`config.mk`:
```
export PLATFORM = sky130hd
export DESIGN_NAME = sar_readout
export DESIGN_NICKNAME = d
export VERILOG_FILES = /design/src/sar_pkg.sv /design/src/sar_fifo.sv /design/src/sar_readout.sv
export SDC_FILE = /design/constraint.sdc
export NUM_CORES = 1
export LEC_CHECK = 0
export BUFFER_PORTS_ARGS = -buffer_cell sky130_fd_sc_hd__clkbuf_2
export CORE_ASPECT_RATIO = 1.4
export CORE_MARGIN = 4
export CORE_UTILIZATION = 53
export CTS_BUF_LIST = sky130_fd_sc_hd__clkbuf_16
export CTS_CLUSTER_SIZE = 28
export DETAILED_ROUTE_END_ITERATION = 8
export PLACE_DENSITY = 0.7
export SYNTH_ARGS = -nofsm -noshare
export SYNTH_HDL_FRONTEND = slang
export SYNTH_SLANG_ARGS = --single-unit
```
`constraint.sdc`:
```
create_clock -name i_clk -period 3.9 [get_ports i_clk]
set_clock_uncertainty 0.15 [all_clocks]
set_input_delay 0.195 -clock i_clk [delete_from_list [all_inputs] [get_ports i_clk]]
set_output_delay 0.195 -clock i_clk [all_outputs]
set_load 0.01 [all_outputs]
```
`src/sar_pkg.sv`:
```
// Package: shared constants for the converter control and serial readout block
package sar_pkg;
    // ***************************************************************
    // Result format
    // ***************************************************************
    localparam int RESULT_BITS = 18;
    localparam int BIT_CNT_W = 5;
    localparam logic [4:0] LAST_BIT = 5'h11;
    localparam logic [17:0] FULL_SCALE_HALF = 18'h20000;
    localparam int FIFO_DEPTH = 8;
    localparam int FIFO_WIDTH = 18;

    // ***************************************************************
    // Timing
    // ***************************************************************
    localparam int CLK_PERIOD_NS = 50;
    // Internal oscillator: one successive approximation step per tick
    localparam int OSC_DIV = 2;
    localparam logic [1:0] OSC_DIV_LAST = 2'(OSC_DIV - 1);
    localparam int CONV_TIME_MIN_NS = 1000;
    localparam int CONV_CYCLES = (CONV_TIME_MIN_NS + CLK_PERIOD_NS - 1) / CLK_PERIOD_NS;

    // ***************************************************************
    // Converter states
    // ***************************************************************
    typedef enum logic [1:0]
    {
        SAR_NAP = 2'b00,
        SAR_CONVERT = 2'b01,
        SAR_DONE = 2'b11
    } sar_state_e;
endpackage : sar_pkg

```
`src/sar_fifo.sv`:
```
// Synchronous FIFO with valid/ready on both sides
`timescale 1ns/1ps
module sar_fifo #(
    parameter int WIDTH = 18,
    parameter int DEPTH = 8
)
(
    // Clock and reset
    input wire logic i_clk,
    input wire logic i_reset,
    // Fill side
    input wire logic i_in_valid,
    input wire logic [WIDTH-1:0] i_in_data,
    output logic o_in_ready,
    // Drain side
    output logic o_out_valid,
    output logic [WIDTH-1:0] o_out_data,
    input wire logic i_out_ready
);
    localparam int AW = $clog2(DEPTH);

    logic [WIDTH-1:0] mem_q [DEPTH];
    logic [AW-1:0] wr_q;
    logic [AW-1:0] rd_q;
    logic [AW:0] count_q;
    logic push;
    logic pop;

    assign o_in_ready = (count_q != (AW+1)'(DEPTH));
    assign o_out_valid = (count_q != '0);
    assign push = i_in_valid && o_in_ready;
    assign pop = o_out_valid && i_out_ready;
    assign o_out_data = mem_q[rd_q];

    always_ff @(posedge i_clk)
    begin
        if (push)
        begin
            mem_q[wr_q] <= i_in_data;
        end
    end

    always_ff @(posedge i_clk)
    begin
        if (i_reset)
        begin
            wr_q <= '0;
            rd_q <= '0;
            count_q <= '0;
        end
        else
        begin
            if (push)
            begin
                wr_q <= AW'((wr_q == AW'(DEPTH - 1)) ? 0 : wr_q + 1'b1);
            end
            if (pop)
            begin
                rd_q <= AW'((rd_q == AW'(DEPTH - 1)) ? 0 : rd_q + 1'b1);
            end
            count_q <= count_q + (AW+1)'(push) - (AW+1)'(pop);
        end
    end
endmodule : sar_fifo

```
`src/sar_readout.sv`:
```
// Converter control: trigger, successive approximation, busy, nap and serial readout
//
// Operation
// - Rising convert_trigger edge wakes device from nap and starts a conversion.
// - Cascade select low: shared pin only enables or disables serial output.
// - Cascade select high: shared pin is serial chain data input.
// - Busy rises when conversion begins, falls when it completes.
// - Enabled output shifts one bit per rising shift-clock edge while napping, MSB first.
// - Results are two's complement over the bipolar full scale.
// - Eighteen-step successive approximation down to one part in 262144.
// - Result is ready for readout as conversion ends, no pipeline delay.
// - Conversion is timed by an internal oscillator, no host clock.
// - Device naps automatically between conversions.
// - Between conversions the sample tracks the input until the next trigger.
// - Normal mode drives output only while read enable is low.
`timescale 1ns/1ps
module sar_readout
(
    // Clock and reset
    input wire logic i_clk,
    input wire logic i_reset,
    // Analog front end model: unsigned offset-binary sample of the input
    input wire logic [17:0] i_analog_level,
    output logic o_sample_track,
    // Host pins
    input wire logic i_convert_trigger,
    input wire logic i_cascade_select,
    input wire logic i_read_enable_or_cascade_in,
    input wire logic i_shift_clk,
    output logic o_busy,
    output logic o_nap,
    output logic o_serial_result_out,
    output logic o_serial_result_out_oe,
    // Result stream tap
    output logic o_result_valid,
    output logic [17:0] o_result_data,
    input wire logic i_result_ready
);
    // ***************************************************************
    // Pin synchronisers
    // ***************************************************************
    logic [1:0] cnv_sync_q;
    logic [1:0] sel_sync_q;
    logic [1:0] rdl_sync_q;
    logic [1:0] sck_sync_q;
    logic cnv_prev_q;
    logic sck_prev_q;
    logic cnv_rise;
    logic sck_rise;

    always_ff @(posedge i_clk)
    begin
        if (i_reset)
        begin
            cnv_sync_q <= '0;
            sel_sync_q <= '0;
            rdl_sync_q <= 2'h3;
            sck_sync_q <= '0;
            cnv_prev_q <= 1'b0;
            sck_prev_q <= 1'b0;
        end
        else
        begin
            cnv_sync_q <= {cnv_sync_q[0], i_convert_trigger};
            sel_sync_q <= {sel_sync_q[0], i_cascade_select};
            rdl_sync_q <= {rdl_sync_q[0], i_read_enable_or_cascade_in};
            sck_sync_q <= {sck_sync_q[0], i_shift_clk};
            cnv_prev_q <= cnv_sync_q[1];
            sck_prev_q <= sck_sync_q[1];
        end
    end

    // Edge detectors reset low, the idle level of both pins, so no false edge follows reset
    assign cnv_rise = cnv_sync_q[1] && !cnv_prev_q;
    assign sck_rise = sck_sync_q[1] && !sck_prev_q;

    // ***************************************************************
    // Internal conversion oscillator
    // ***************************************************************
    sar_pkg::sar_state_e state_q;
    sar_pkg::sar_state_e state_d;
    logic [1:0] osc_cnt_q;
    logic osc_tick;

    // Oscillator runs only while converting, so napping costs no toggles
    always_ff @(posedge i_clk)
    begin
        if (i_reset || state_q != sar_pkg::SAR_CONVERT)
        begin
            osc_cnt_q <= '0;
        end
        else
        begin
            osc_cnt_q <= (osc_cnt_q == sar_pkg::OSC_DIV_LAST) ? 2'h0 : osc_cnt_q + 2'h1;
        end
    end

    // One approximation step per tick; the tick rate sets the conversion time
    assign osc_tick = (state_q == sar_pkg::SAR_CONVERT) && (osc_cnt_q == sar_pkg::OSC_DIV_LAST);

    // ***************************************************************
    // Conversion sequencer
    // ***************************************************************
    logic busy_q;
    logic nap_q;
    logic track_q;
    logic [17:0] sample_q;
    logic [17:0] trial_q;
    logic [17:0] approx_q;
    logic [4:0] step_q;
    logic [17:0] result_q;
    logic conv_done;
    logic [17:0] test_val;

    assign test_val = approx_q | trial_q;
    assign conv_done = osc_tick && (step_q == sar_pkg::LAST_BIT);

    // ***************************************************************
    // Next state and status pins
    // ***************************************************************
    // Triggers in the convert and done states are ignored
    function automatic sar_pkg::sar_state_e sar_next(input sar_pkg::sar_state_e cur, input logic start,
                                                     input logic finish);
        sar_pkg::sar_state_e nxt;
        nxt = cur;
        unique case (cur)
            sar_pkg::SAR_NAP:
            begin
                if (start)
                begin
                    nxt = sar_pkg::SAR_CONVERT;
                end
            end
            sar_pkg::SAR_CONVERT:
            begin
                if (finish)
                begin
                    nxt = sar_pkg::SAR_DONE;
                end
            end
            sar_pkg::SAR_DONE:
            begin
                nxt = sar_pkg::SAR_NAP;
            end
            default:
            begin
                nxt = sar_pkg::SAR_NAP;
            end
        endcase
        return nxt;
    endfunction : sar_next

    assign state_d = sar_next(state_q, cnv_rise, conv_done);

    always_ff @(posedge i_clk)
    begin
        if (i_reset)
        begin
            state_q <= sar_pkg::SAR_NAP;
        end
        else
        begin
            state_q <= state_d;
        end
    end

    // Status pins load the decode of the coming state, so they move on the same edge as the state
    always_ff @(posedge i_clk)
    begin
        if (i_reset)
        begin
            busy_q <= 1'b0;
            nap_q <= 1'b1;
            track_q <= 1'b1;
        end
        else
        begin
            busy_q <= (state_d == sar_pkg::SAR_CONVERT);
            nap_q <= (state_d == sar_pkg::SAR_NAP);
            track_q <= (state_d != sar_pkg::SAR_CONVERT);
        end
    end

    // Sample follows the input while idle and freezes on the trigger
    always_ff @(posedge i_clk)
    begin
        if (i_reset)
        begin
            sample_q <= '0;
        end
        else if (state_q != sar_pkg::SAR_CONVERT)
        begin
            sample_q <= i_analog_level;
        end
    end

    always_ff @(posedge i_clk)
    begin
        if (i_reset)
        begin
            trial_q <= '0;
            approx_q <= '0;
            step_q <= '0;
        end
        // The trigger arms the first trial bit at half scale
        else if (state_q == sar_pkg::SAR_NAP && cnv_rise)
        begin
            trial_q <= sar_pkg::FULL_SCALE_HALF;
            approx_q <= '0;
            step_q <= '0;
        end
        else if (osc_tick)
        begin
            // Keep the trial bit when the held sample reaches the test value
            if (sample_q >= test_val)
            begin
                approx_q <= test_val;
            end
            trial_q <= trial_q >> 1;
            step_q <= step_q + 5'h01;
        end
    end

    // Offset binary to two's complement by inverting the MSB
    // The last step is folded in here so the word is complete in the done cycle
    always_ff @(posedge i_clk)
    begin
        if (i_reset)
        begin
            result_q <= '0;
        end
        else if (conv_done)
        begin
            result_q <= (sample_q >= test_val) ? (test_val ^ sar_pkg::FULL_SCALE_HALF)
                                               : (approx_q ^ sar_pkg::FULL_SCALE_HALF);
        end
    end

    assign o_busy = busy_q;
    assign o_nap = nap_q;
    assign o_sample_track = track_q;

    // ***************************************************************
    // Result FIFO toward the tap
    // ***************************************************************
    logic result_push;

    // Each finished result is offered to the tap in the done cycle
    assign result_push = (state_q == sar_pkg::SAR_DONE);

    sar_fifo #(
        .WIDTH(sar_pkg::FIFO_WIDTH),
        .DEPTH(sar_pkg::FIFO_DEPTH)
    ) u_fifo (
        .i_clk(i_clk),
        .i_reset(i_reset),
        .i_in_valid(result_push),
        .i_in_data(result_q),
        .o_in_ready(),
        .o_out_valid(o_result_valid),
        .o_out_data(o_result_data),
        .i_out_ready(i_result_ready)
    );

    // ***************************************************************
    // Serial shifter
    // ***************************************************************
    logic [17:0] shift_q;
    logic out_q;
    logic chain_mode;
    logic out_en;

    // Mode follows the synchronised select pin, so a change takes hold two cycles late
    assign chain_mode = sel_sync_q[1];
    // Normal mode: active-low read enable; chain mode always drives
    assign out_en = chain_mode || !rdl_sync_q[1];

    // Result loads on completion; a full tap FIFO drops the copy, not the readout
    always_ff @(posedge i_clk)
    begin
        if (i_reset)
        begin
            shift_q <= '0;
            out_q <= 1'b0;
        end
        else if (state_q == sar_pkg::SAR_DONE)
        begin
            shift_q <= result_q;
            out_q <= result_q[17];
        end
        else if (sck_rise && out_en && state_q == sar_pkg::SAR_NAP)
        begin
            // Bit 17 is already on the pin, so the next is bit 16; chain bits reach the pin after 18 edges
            out_q <= shift_q[16];
            shift_q <= {shift_q[16:0], chain_mode ? rdl_sync_q[1] : 1'b0};
        end
    end

    assign o_serial_result_out = out_q;
    assign o_serial_result_out_oe = out_en;
endmodule : sar_readout

```
== Yosys cells after proc, flatten, opt, wreduce, memory -nomap -nowiden ==
Memories as Yosys holds them, arrays and structs flattened. A register that Yosys moved wholly into a read port is not among the register bits.
Cells that the tools add are included.

* Add/sub/neg operators: 6
* $lt $le $gt $ge: 1
* Equality and inequality tests: 10
* Mux-type cells: 17
* Bitwise operators: 3
* Reduce and logical (&&, ||, !) cells: 22

{| class="wikitable"
|+ Operator list
! operator !! count
|-
| 18-bit two-way mux || 3
|-
| 17-bit two-way mux || 2
|-
| 18-bit >= comparator || 1
|-
| 18-bit bitwise OR || 1
|-
| 3-bit two-way mux || 4
|-
| 1-bit logical AND || 9
|-
| 3-bit by 1-bit adder with 3-bit output, second input constant || 2
|-
| 2-bit by 1-bit == test with 1-bit output, second input constant || 3
|-
| 3-bit == test, second input constant || 2
|-
| 5-bit by 1-bit adder with 5-bit output, second input constant || 1
|-
| 5-bit == test, second input constant || 1
|-
| 1-bit two-way mux || 5
|-
| 4-bit by 1-bit adder with 4-bit output || 1
|-
| 2-bit zero test || 2
|-
| 2-bit two-way mux || 2
|-
| 2-bit by 1-bit inequality test with 1-bit output, second input constant || 2
|-
| 4-bit inequality test, second input constant || 1
|-
| 2-bit one-hot mux with 2 select lines || 1
|-
| 2-bit nonzero test || 2
|-
| 4-bit nonzero test || 1
|-
| 2-bit OR reduction || 2
|-
| 4-bit by 1-bit subtractor with 4-bit output || 1
|-
| 1-bit zero test || 3
|-
| 2-bit by 1-bit adder with 2-bit output, second input constant || 1
|-
| 4 further kinds || 6
|}

* Bits in registers: 122
* RAM bits: 144
* Bits of input ports: 25
* Output and inout bits: 24
* Word-level logic and storage cells: 82
* Memories: 1

{| class="wikitable"
|+ Memory list
! name !! depth !! bits a word !! rd ports !! clocked after Yosys merged registers in !! wr ports !! line !! text
|-
| u_fifo.mem_q || 8 || 18 || 1 || 1 || 1 || sar_fifo.sv:22 || <nowiki>logic [WIDTH-1:0] mem_q [DEPTH];</nowiki>
|}

== Logic depth before layout (Yosys ltp) ==
Gate-level depths: netlist (run 1).

* Depth after elaboration: 6
* Mapped depth: 12
* Depth with buffers taken out: 12

== Cells and area by module ==
From an unflattened synthesis (run 1), not the netlist that was laid out.

* Cell total of the unflattened synthesis: 800
* Area total of the unflattened synthesis: 10800.4 sq um

{| class="wikitable"
|+ By module, submodules not included
! module !! times used !! cells each !! area an instance (sq um) !! seq. area each (sq um)
|-
| sar_fifo || 1 || 284 || 6259.8 || 4584.4
|-
| sar_readout || 1 || 516 || 4540.6 || 2242.2
|}

== Least setup slack after synthesis (run 1) ==
OpenSTA, ideal clock, no wires.

* Path kind: register -> register
* Start point: register state_q[1]
* End point: memory u_fifo.mem_q[0][0], enable pin
* Setup time: 0.439 ns
* Arrival: 2.731 ns
* Data required time: 3.311 ns
* Slack: 0.580 ns
* Stages on the path, launching flop included: 6
* Path buffers: 2
* Clock period less this slack: 3.320 ns
* Path through: dfxtp_1 buf_2 nand2_1 a21o_1 clkbuf_1 nor4_1

* Word-level cells in the longest chain between the ends: 4

{| class="wikitable"
|+ Ends and longest elaborated chain
! item !! line !! text
|-
| from (decl) || sar_readout.sv:80 || <nowiki>sar_pkg::sar_state_e state_q;</nowiki>
|-
| from (signal assigned) || sar_readout.sv:159 || <nowiki>state_q <= sar_pkg::SAR_NAP;</nowiki>
|-
| from (signal assigned) || sar_readout.sv:163 || <nowiki>state_q <= state_d;</nowiki>
|-
| 2-bit == test || sar_readout.sv:249 || <nowiki>assign result_push = (state_q == sar_pkg::SAR_DONE);</nowiki>
|-
| 1-bit logical AND || sar_fifo.sv:31 || <nowiki>assign push = i_in_valid && o_in_ready;</nowiki>
|-
| 1-bit two-way mux || sar_fifo.sv:37 || <nowiki>if (push)</nowiki>
|-
| 1-bit two-way mux (implied by the code) || sar_fifo.sv:39 || <nowiki>mem_q[wr_q] <= i_in_data;</nowiki>
|-
| to (decl) || sar_fifo.sv:22 ||
|}

Every way passes these cells.

==> impl_metrics.json, run 1 <==
{
  "status": "completed",
  "r2r_slack_ns": 1.53,
  "end_kind": "output pin",
  "synth_cells": 822,
  "peakVddDrop_v": 0.000303,
  "slew_headroom_pct": 36.5,
  "power_uw": 6010,
  "ff_latch_area_mm2": 0.00683,
  "synth_area_leaders": "edfxtp_1 (39%), dfxtp_1 (23%), mux4_2 (7.3%)",
  "grt_pass1_wl_mm": 34.9,
  "crit_family": "multiplexers",
  "ios": 49,
  "cts_buffers": 26,
  "globalplace.congestion": 0.859,
  "drive_above_1_share_pct": 20.8,
  "async_reset_ff_share_pct": 0,
  "worst-setup-path-type": "flop to output pin",
  "seq_area_frac_synth_pct": 61.9,
  "synth.largest_area_cell": "edfxtp_1",
  "reg2reg_depth": 7,
  "die_x_um": 130,
  "fin_crit_sh_pct": 72.1,
  "setup_ws_ns": 1.09,
  "routed.top_layer": "met4",
  "synth-main-ff-cell": "edfxtp_1",
  "pwr_density_cell_mw_per_mm2": 473,
  "r2r_start": "state_q[1]",
  "dp_slack_ns": 1.55,
  "clk_latency_ns": 0.53,
  "die_area_mm2": 0.0232,
  "nFillCells": 1558,
  "overflow": 0,
  "max_freq_ghz": 0.356,
  "cts-root-buf": "clkbuf_16",
  "cts_tree": "done",
  "min_from": "i_read_enable_or_cascade_in",
  "nNetsFinal": 963,
  "syn_avg_cell_area_um2": 13.4,
  "slew_violations": 0,
  "tns_ns": 0,
  "initial_core_util_pct": 53.9,
  "num_rows": 62,
  "layout_commonest_cell": "edfxtp_1",
  "hp-class": "input port to flop",
  "slowest_stage": "mux4_2",
  "crit_arrival_ns": 2.47,
  "crit_required_ns": 3.56,
  "leakagePower_uw": 0.00423,
  "ys.warnings.count": 0,
  "critical_path_buf_inv_count": 2,
  "synth_seq_cells": 269,
  "route.detailed.drc": 0,
  "dp_hpwl_mm": 13.4,
  "cts_sinks": 269,
  "cts.reportedPaths.clkPinSlew_ns": 0.07,
  "min_delay_path_depth": 3,
  "vias_per_cell": 5.58,
  "path_max_fanout": 35,
  "period_needed_ns": 2.81,
  "dr_wl_met3_um": 707,
  "coreArea_mm2": 0.0205,
  "ys_types": 53,
  "wl_met1_mm": 8.39,
  "multi_input_area_mm2": 0.00393,
  "die_y_um": 179,
  "mostFrequentLayoutCells": "edfxtp_1 (144), dfxtp_1 (124), nand2_1 (87)",
  "grt_max_degree": 69,
  "setup_viol": 0,
  "via_count": 6595,
  "grtUsageTotal_pct": 18.8,
  "ant_nets": 0,
  "cts_resized": 0,
  "synth_edf_count": 144,
  "clockBufferDepth": 3,
  "drt_pass1_iterations": 4,
  "grt_antenna_before_repair": 0,
  "io_buffer_count": 48,
  "min_to": "rdl_sync_q[0]",
  "syn_nets": 879,
  "startpoint_type": "flop",
  "wirelength_mm": 21.1,
  "tightestPinTransition_ns": 0.951,
  "grt_pass1_vias": 7000,
  "rsz0062_at_grt": "no",
  "worst_path_largest_cell_delay_ns": 0.60,
  "maxCapViolCount": 0,
  "path_cells": "buf_4 > mux4_2 > mux2_2 > clkbuf_2",
  "post_drt_wl_per_cell_um": 17.9,
  "htreeDepth": 1,
  "synth_top_area_share_pct": 39.2,
  "crit_cells": 4,
  "syn2layout_area_growth_pct": 15.1,
  "drt_iter0_drc": 278,
  "regToRegEndpoint": "u_fifo.mem_q[7][7]",
  "netlist_area_mm2": 0.0110,
  "final-hold-violation-count": 0,
  "num_antenna_cells": 0,
  "dr_wl_met2_mm": 11.5
}
[stage by stage]
step,std cells,area [µm²],utilization [%],hold slack [ns]
6_report,1182,12700,62.0,0.260
3_5_place_dp,1095,11500,56.2,0.247
4_1_cts,1182,12700,62.0,0.243
2_1_floorplan,822,11000,-,0.149
3_3_place_gp,1095,11500,56.2,0.235
5_1_grt,1182,12700,62.0,0.270
[cell usage after synthesis, types with 2 or more instances]
cell / count
mux2_2: 18
dfxtp_1: 125
xnor2_1: 2
nand2b_1: 5
a21oi_1: 52
or2_2: 4
nor4_1: 3
o21ai_2: 9
nand4_1: 3
a211oi_1: 18
nand2_1: 87
inv_1: 18
edfxtp_1: 144
nor3_4: 2
a21o_1: 4
a32o_1: 17
xor2_1: 4
nor3_1: 5
clkbuf_1: 24
o21ai_0: 12
nor2_1: 54
nor2b_1: 46
mux2i_1: 34
nand3b_1: 17
buf_1: 7
buf_4: 4
mux4_2: 36
buf_2: 5
nand3_1: 5
buf_6: 5
ha_1: 31
[routing by layer]
| layer | global-route usage, % | up-vias |
|---|---|---|
| met2 | 35.0 | 103 |
| met3 | 2.53 | 42 |
| met1 | 22.2 | 3258 |
| li1 | - | 3192 |
| met4 | 5.81 | 0 |
| met5 | 0 | - |
[worst min-delay path, cell delays in order]
cell and delay (ns):
dlygate4sd3_1 0.52, clkbuf_2 0.10, or2_2 0.09
[area by class of cell]
cell class	count	area share [%]
inverters	18	0.532
flip-flops and latches	269	53.8
well taps	256	2.52
repair buffers	102	5.87
multi-input cells	489	31.0
clock buffers	27	5.32
clock inverters	21	1.04
[how the worst max path moves through the flow]
| stage | startpoint | to | slack (ns) |
|---|---|---|---|
| after floorplan | state_q[1] | u_fifo.mem_q[0][0] | 0.58 |
| after global placement | state_q[1] | u_fifo.count_q[2] | 1.60 |
| after detailed placement | state_q[1] | u_fifo.mem_q[7][10] | 1.55 |
| after CTS | flop | o_result_data[1] | 1.00 |
| after global routing | flop | o_result_data[1] | 0.90 |
| final | flop | o_result_data[9] | 1.09 |
[kinds of logic (layout without fill, tap and decap cells)]
kind of cell    count (synthesis)  in the layout  share of synthesized area, %
simple gates                  241            241                          11.2
flops                         269            269                          61.9
xor+xnor                        6              6                         0.476
fa+ha+maj                      32             32                          3.70
buf+inv                        64            168                          2.72
compound gates                122            122                          7.74
mux                            88             88                          12.3
[state kept, by name, summed over array words and instances, names as in the netlist, named ones only]
signal	count
u_fifo.wr_q	3
o_sample_track	1
sck_prev_q	1
sel_sync_q	2
osc_cnt_q	2
o_busy	1
u_fifo.mem_q	144
u_fifo.rd_q	3
shift_q	17
o_nap	1
trial_q	18
o_serial_result_out	1
step_q	5
result_q	18
sck_sync_q	2
cnv_prev_q	1
approx_q	18
state_q	2
sample_q	18
rdl_sync_q	2
cnv_sync_q	2
u_fifo.count_q	4
[power breakdown]
| group | total (µW) | switching, µW | internal (µW) |
|---|---|---|---|
| combinational | 604 | 333 | 271 |
| sequential | 3040 | 36.3 | 3010 |
| clock | 2360 | 1040 | 1320 |
| total | 6010 | 1410 | 4600 |
[repair_timing]
action | in CTS | in global routing
hold buffers | 39 | 0
endpoints found under the hold margin | 40 | 0
buffers inserted | 0 | 0
Note: power is estimated with default switching activity, not from simulation.
==> inputs of run 2 (changes only) <==
Settings changed: PLACE_DENSITY 0.7 to 0.73.
Clock period 3.9 ns to 2.4 ns, I/O delays scaled along.
==> impl_metrics.json, run 2 (synthesis gave the netlist of run 1 again) <==
{
  "status": "completed",
  "end_kind": "output pin",
  "overflow": 0,
  "pwr_density_cell_mw_per_mm2": 749,
  "fin_crit_sh_pct": 99.9,
  "ios": 49,
  "num_rows": 62,
  "r2r_slack_ns": 0.17,
  "tns_ns": 0,
  "worst_path_largest_cell_delay_ns": 0.49,
  "nFillCells": 1546,
  "final-hold-violation-count": 0,
  "globalplace.congestion": 0.749,
  "grt_antenna_before_repair": 0,
  "setup_viol": 0,
  "htreeDepth": 1,
  "nNetsFinal": 975,
  "drt_iter0_drc": 428,
  "io_buffer_count": 48,
  "die_area_mm2": 0.0232,
  "cts_buffers": 24,
  "reg2reg_depth": 7,
  "min_from": "i_read_enable_or_cascade_in",
  "tightestPinTransition_ns": 0.748,
  "final_cells": 1192,
  "rsz0062_at_grt": "yes",
  "grt_max_degree": 72,
  "r2r_start": "approx_q[0]",
  "startpoint_type": "flop",
  "coreArea_mm2": 0.0205,
  "route.detailed.drc": 0,
  "crit_required_ns": 2.13,
  "regToRegEndpoint": "result_q[2]",
  "clk_latency_ns": 0.51,
  "power_uw": 9660,
  "cts-root-buf": "clkbuf_16",
  "multi_input_area_mm2": 0.00398,
  "drive_above_1_share_pct": 21.6,
  "dp_cells": 1108,
  "dp_hpwl_mm": 12.4,
  "post_drt_wl_per_cell_um": 17.3,
  "worst-setup-path-type": "flop to output pin",
  "whs_ns": 0.185,
  "vias_per_cell": 5.49,
  "die_y_um": 179,
  "die_x_um": 130,
  "hp-class": "input port to flop",
  "drt_pass1_iterations": 5,
  "cts.reportedPaths.clkPinSlew_ns": 0.07,
  "layout_commonest_cell": "edfxtp_1",
  "maxCapViolCount": 0,
  "grt_pass1_wl_mm": 33.9,
  "initial_core_util_pct": 53.9,
  "via_count": 6543,
  "clockBufferDepth": 3,
  "slew_headroom_pct": 50.0,
  "min_to": "rdl_sync_q[0]",
  "largest_reg_flops": 144,
  "final_util_pct": 63.0,
  "min_delay_path_depth": 3,
  "max_freq_ghz": 0.417,
  "regMostFlops": "u_fifo.mem_q",
  "slowest_stage": "mux4_2",
  "cts_tree": "done",
  "ant_nets": 0,
  "leakagePower_uw": 0.00511,
  "syn2layout_area_growth_pct": 17.0,
  "period_needed_ns": 2.40,
  "grt_pass1_vias": 6510,
  "crit_arrival_ns": 2.13,
  "mostFrequentLayoutCells": "edfxtp_1 (144), dfxtp_1 (124), nand2_1 (87)",
  "wirelength_mm": 20.6,
  "path_max_fanout": 7,
  "slew_violations": 0,
  "cts_sinks": 269,
  "path_cells": "buf_12 > buf_16 > mux4_2 > mux2_4 > buf_6",
  "ff_latch_area_mm2": 0.00683,
  "num_antenna_cells": 0,
  "grtUsageTotal_pct": 18.3,
  "peakVddDrop_v": 0.000566
}
==> run 2: cell types whose count changed in the layout (fill, tap and decap cells not counted), moves of 6 or more <==
cell / delta
dlygate4sd3_1: -6
buf_6: +6
mux2_4: +7
clkinv_1: +6
buf_12: +6
mux2_2: -7
buf_4: +11
==> run 2: area by class of cell <==
type | instances | area share, %
Inverter | 18 | 0.523
Multi-Input combinational cell | 489 | 30.8
Tap cell | 256 | 2.48
Timing Repair Buffer | 116 | 7.64
Sequential cell | 269 | 52.9
Clock inverter | 19 | 0.785
Clock buffer | 25 | 4.85
==> run 2: worst max-delay path: cells and delay by family, from the launching register on <==
| family | cells | cell delay, ns |
|---|---|---|
| DFF | 1 | 0.43 |
| muxes | 2 | 0.78 |
| buffers and inverters | 3 | 0.39 |
==> run 2: worst max path at each step <==
stage	end	from	slack, ns
after CTS	o_result_data[5]	flop	-0.04
after detailed placement	result_q[2]	trial_q[15]	0.18
after global placement	result_q[7]	trial_q[0]	0.21
final	o_result_data[5]	flop	0.003
after global routing	o_result_data[7]	flop	-0.07
after floorplan	u_fifo.mem_q[2][0]	state_q[1]	-0.47
==> run 2: stage by stage <==
step	worst slack, ns	area [µm²]
2_1_floorplan	-0.466	11100
3_3_place_gp	0.209	11700
3_5_place_dp	0.177	11700
4_1_cts	-0.0353	12800
5_1_grt	-0.0651	12900
6_report	0.00283	12900
==> run 2: timing repair <==
item,4_1_cts,5_1_grt
pin swaps,0,1
endpoints found under the hold margin,44,0
endpoints found under the setup margin,17,18
hold buffers,33,0
resized for setup,8,13
cloned,2,0
buffers inserted,2,3
==> run 2: layer usage <==
metal / up-vias / share of wire (%) / track usage [%]
met4: 0 / 1.9 / 4.64
li1: 3208 / - / -
met2: 120 / 53 / 32.4
met1: 3186 / 42 / 23.9
met5: - / 0 / 0
met3: 29 / 3.3 / 2.00
==> run 2: power breakdown <==
group,switching (µW),internal (µW)
Clock,1570,1980
Combinational,565,593
Sequential,69.4,4890
Total,2210,7460
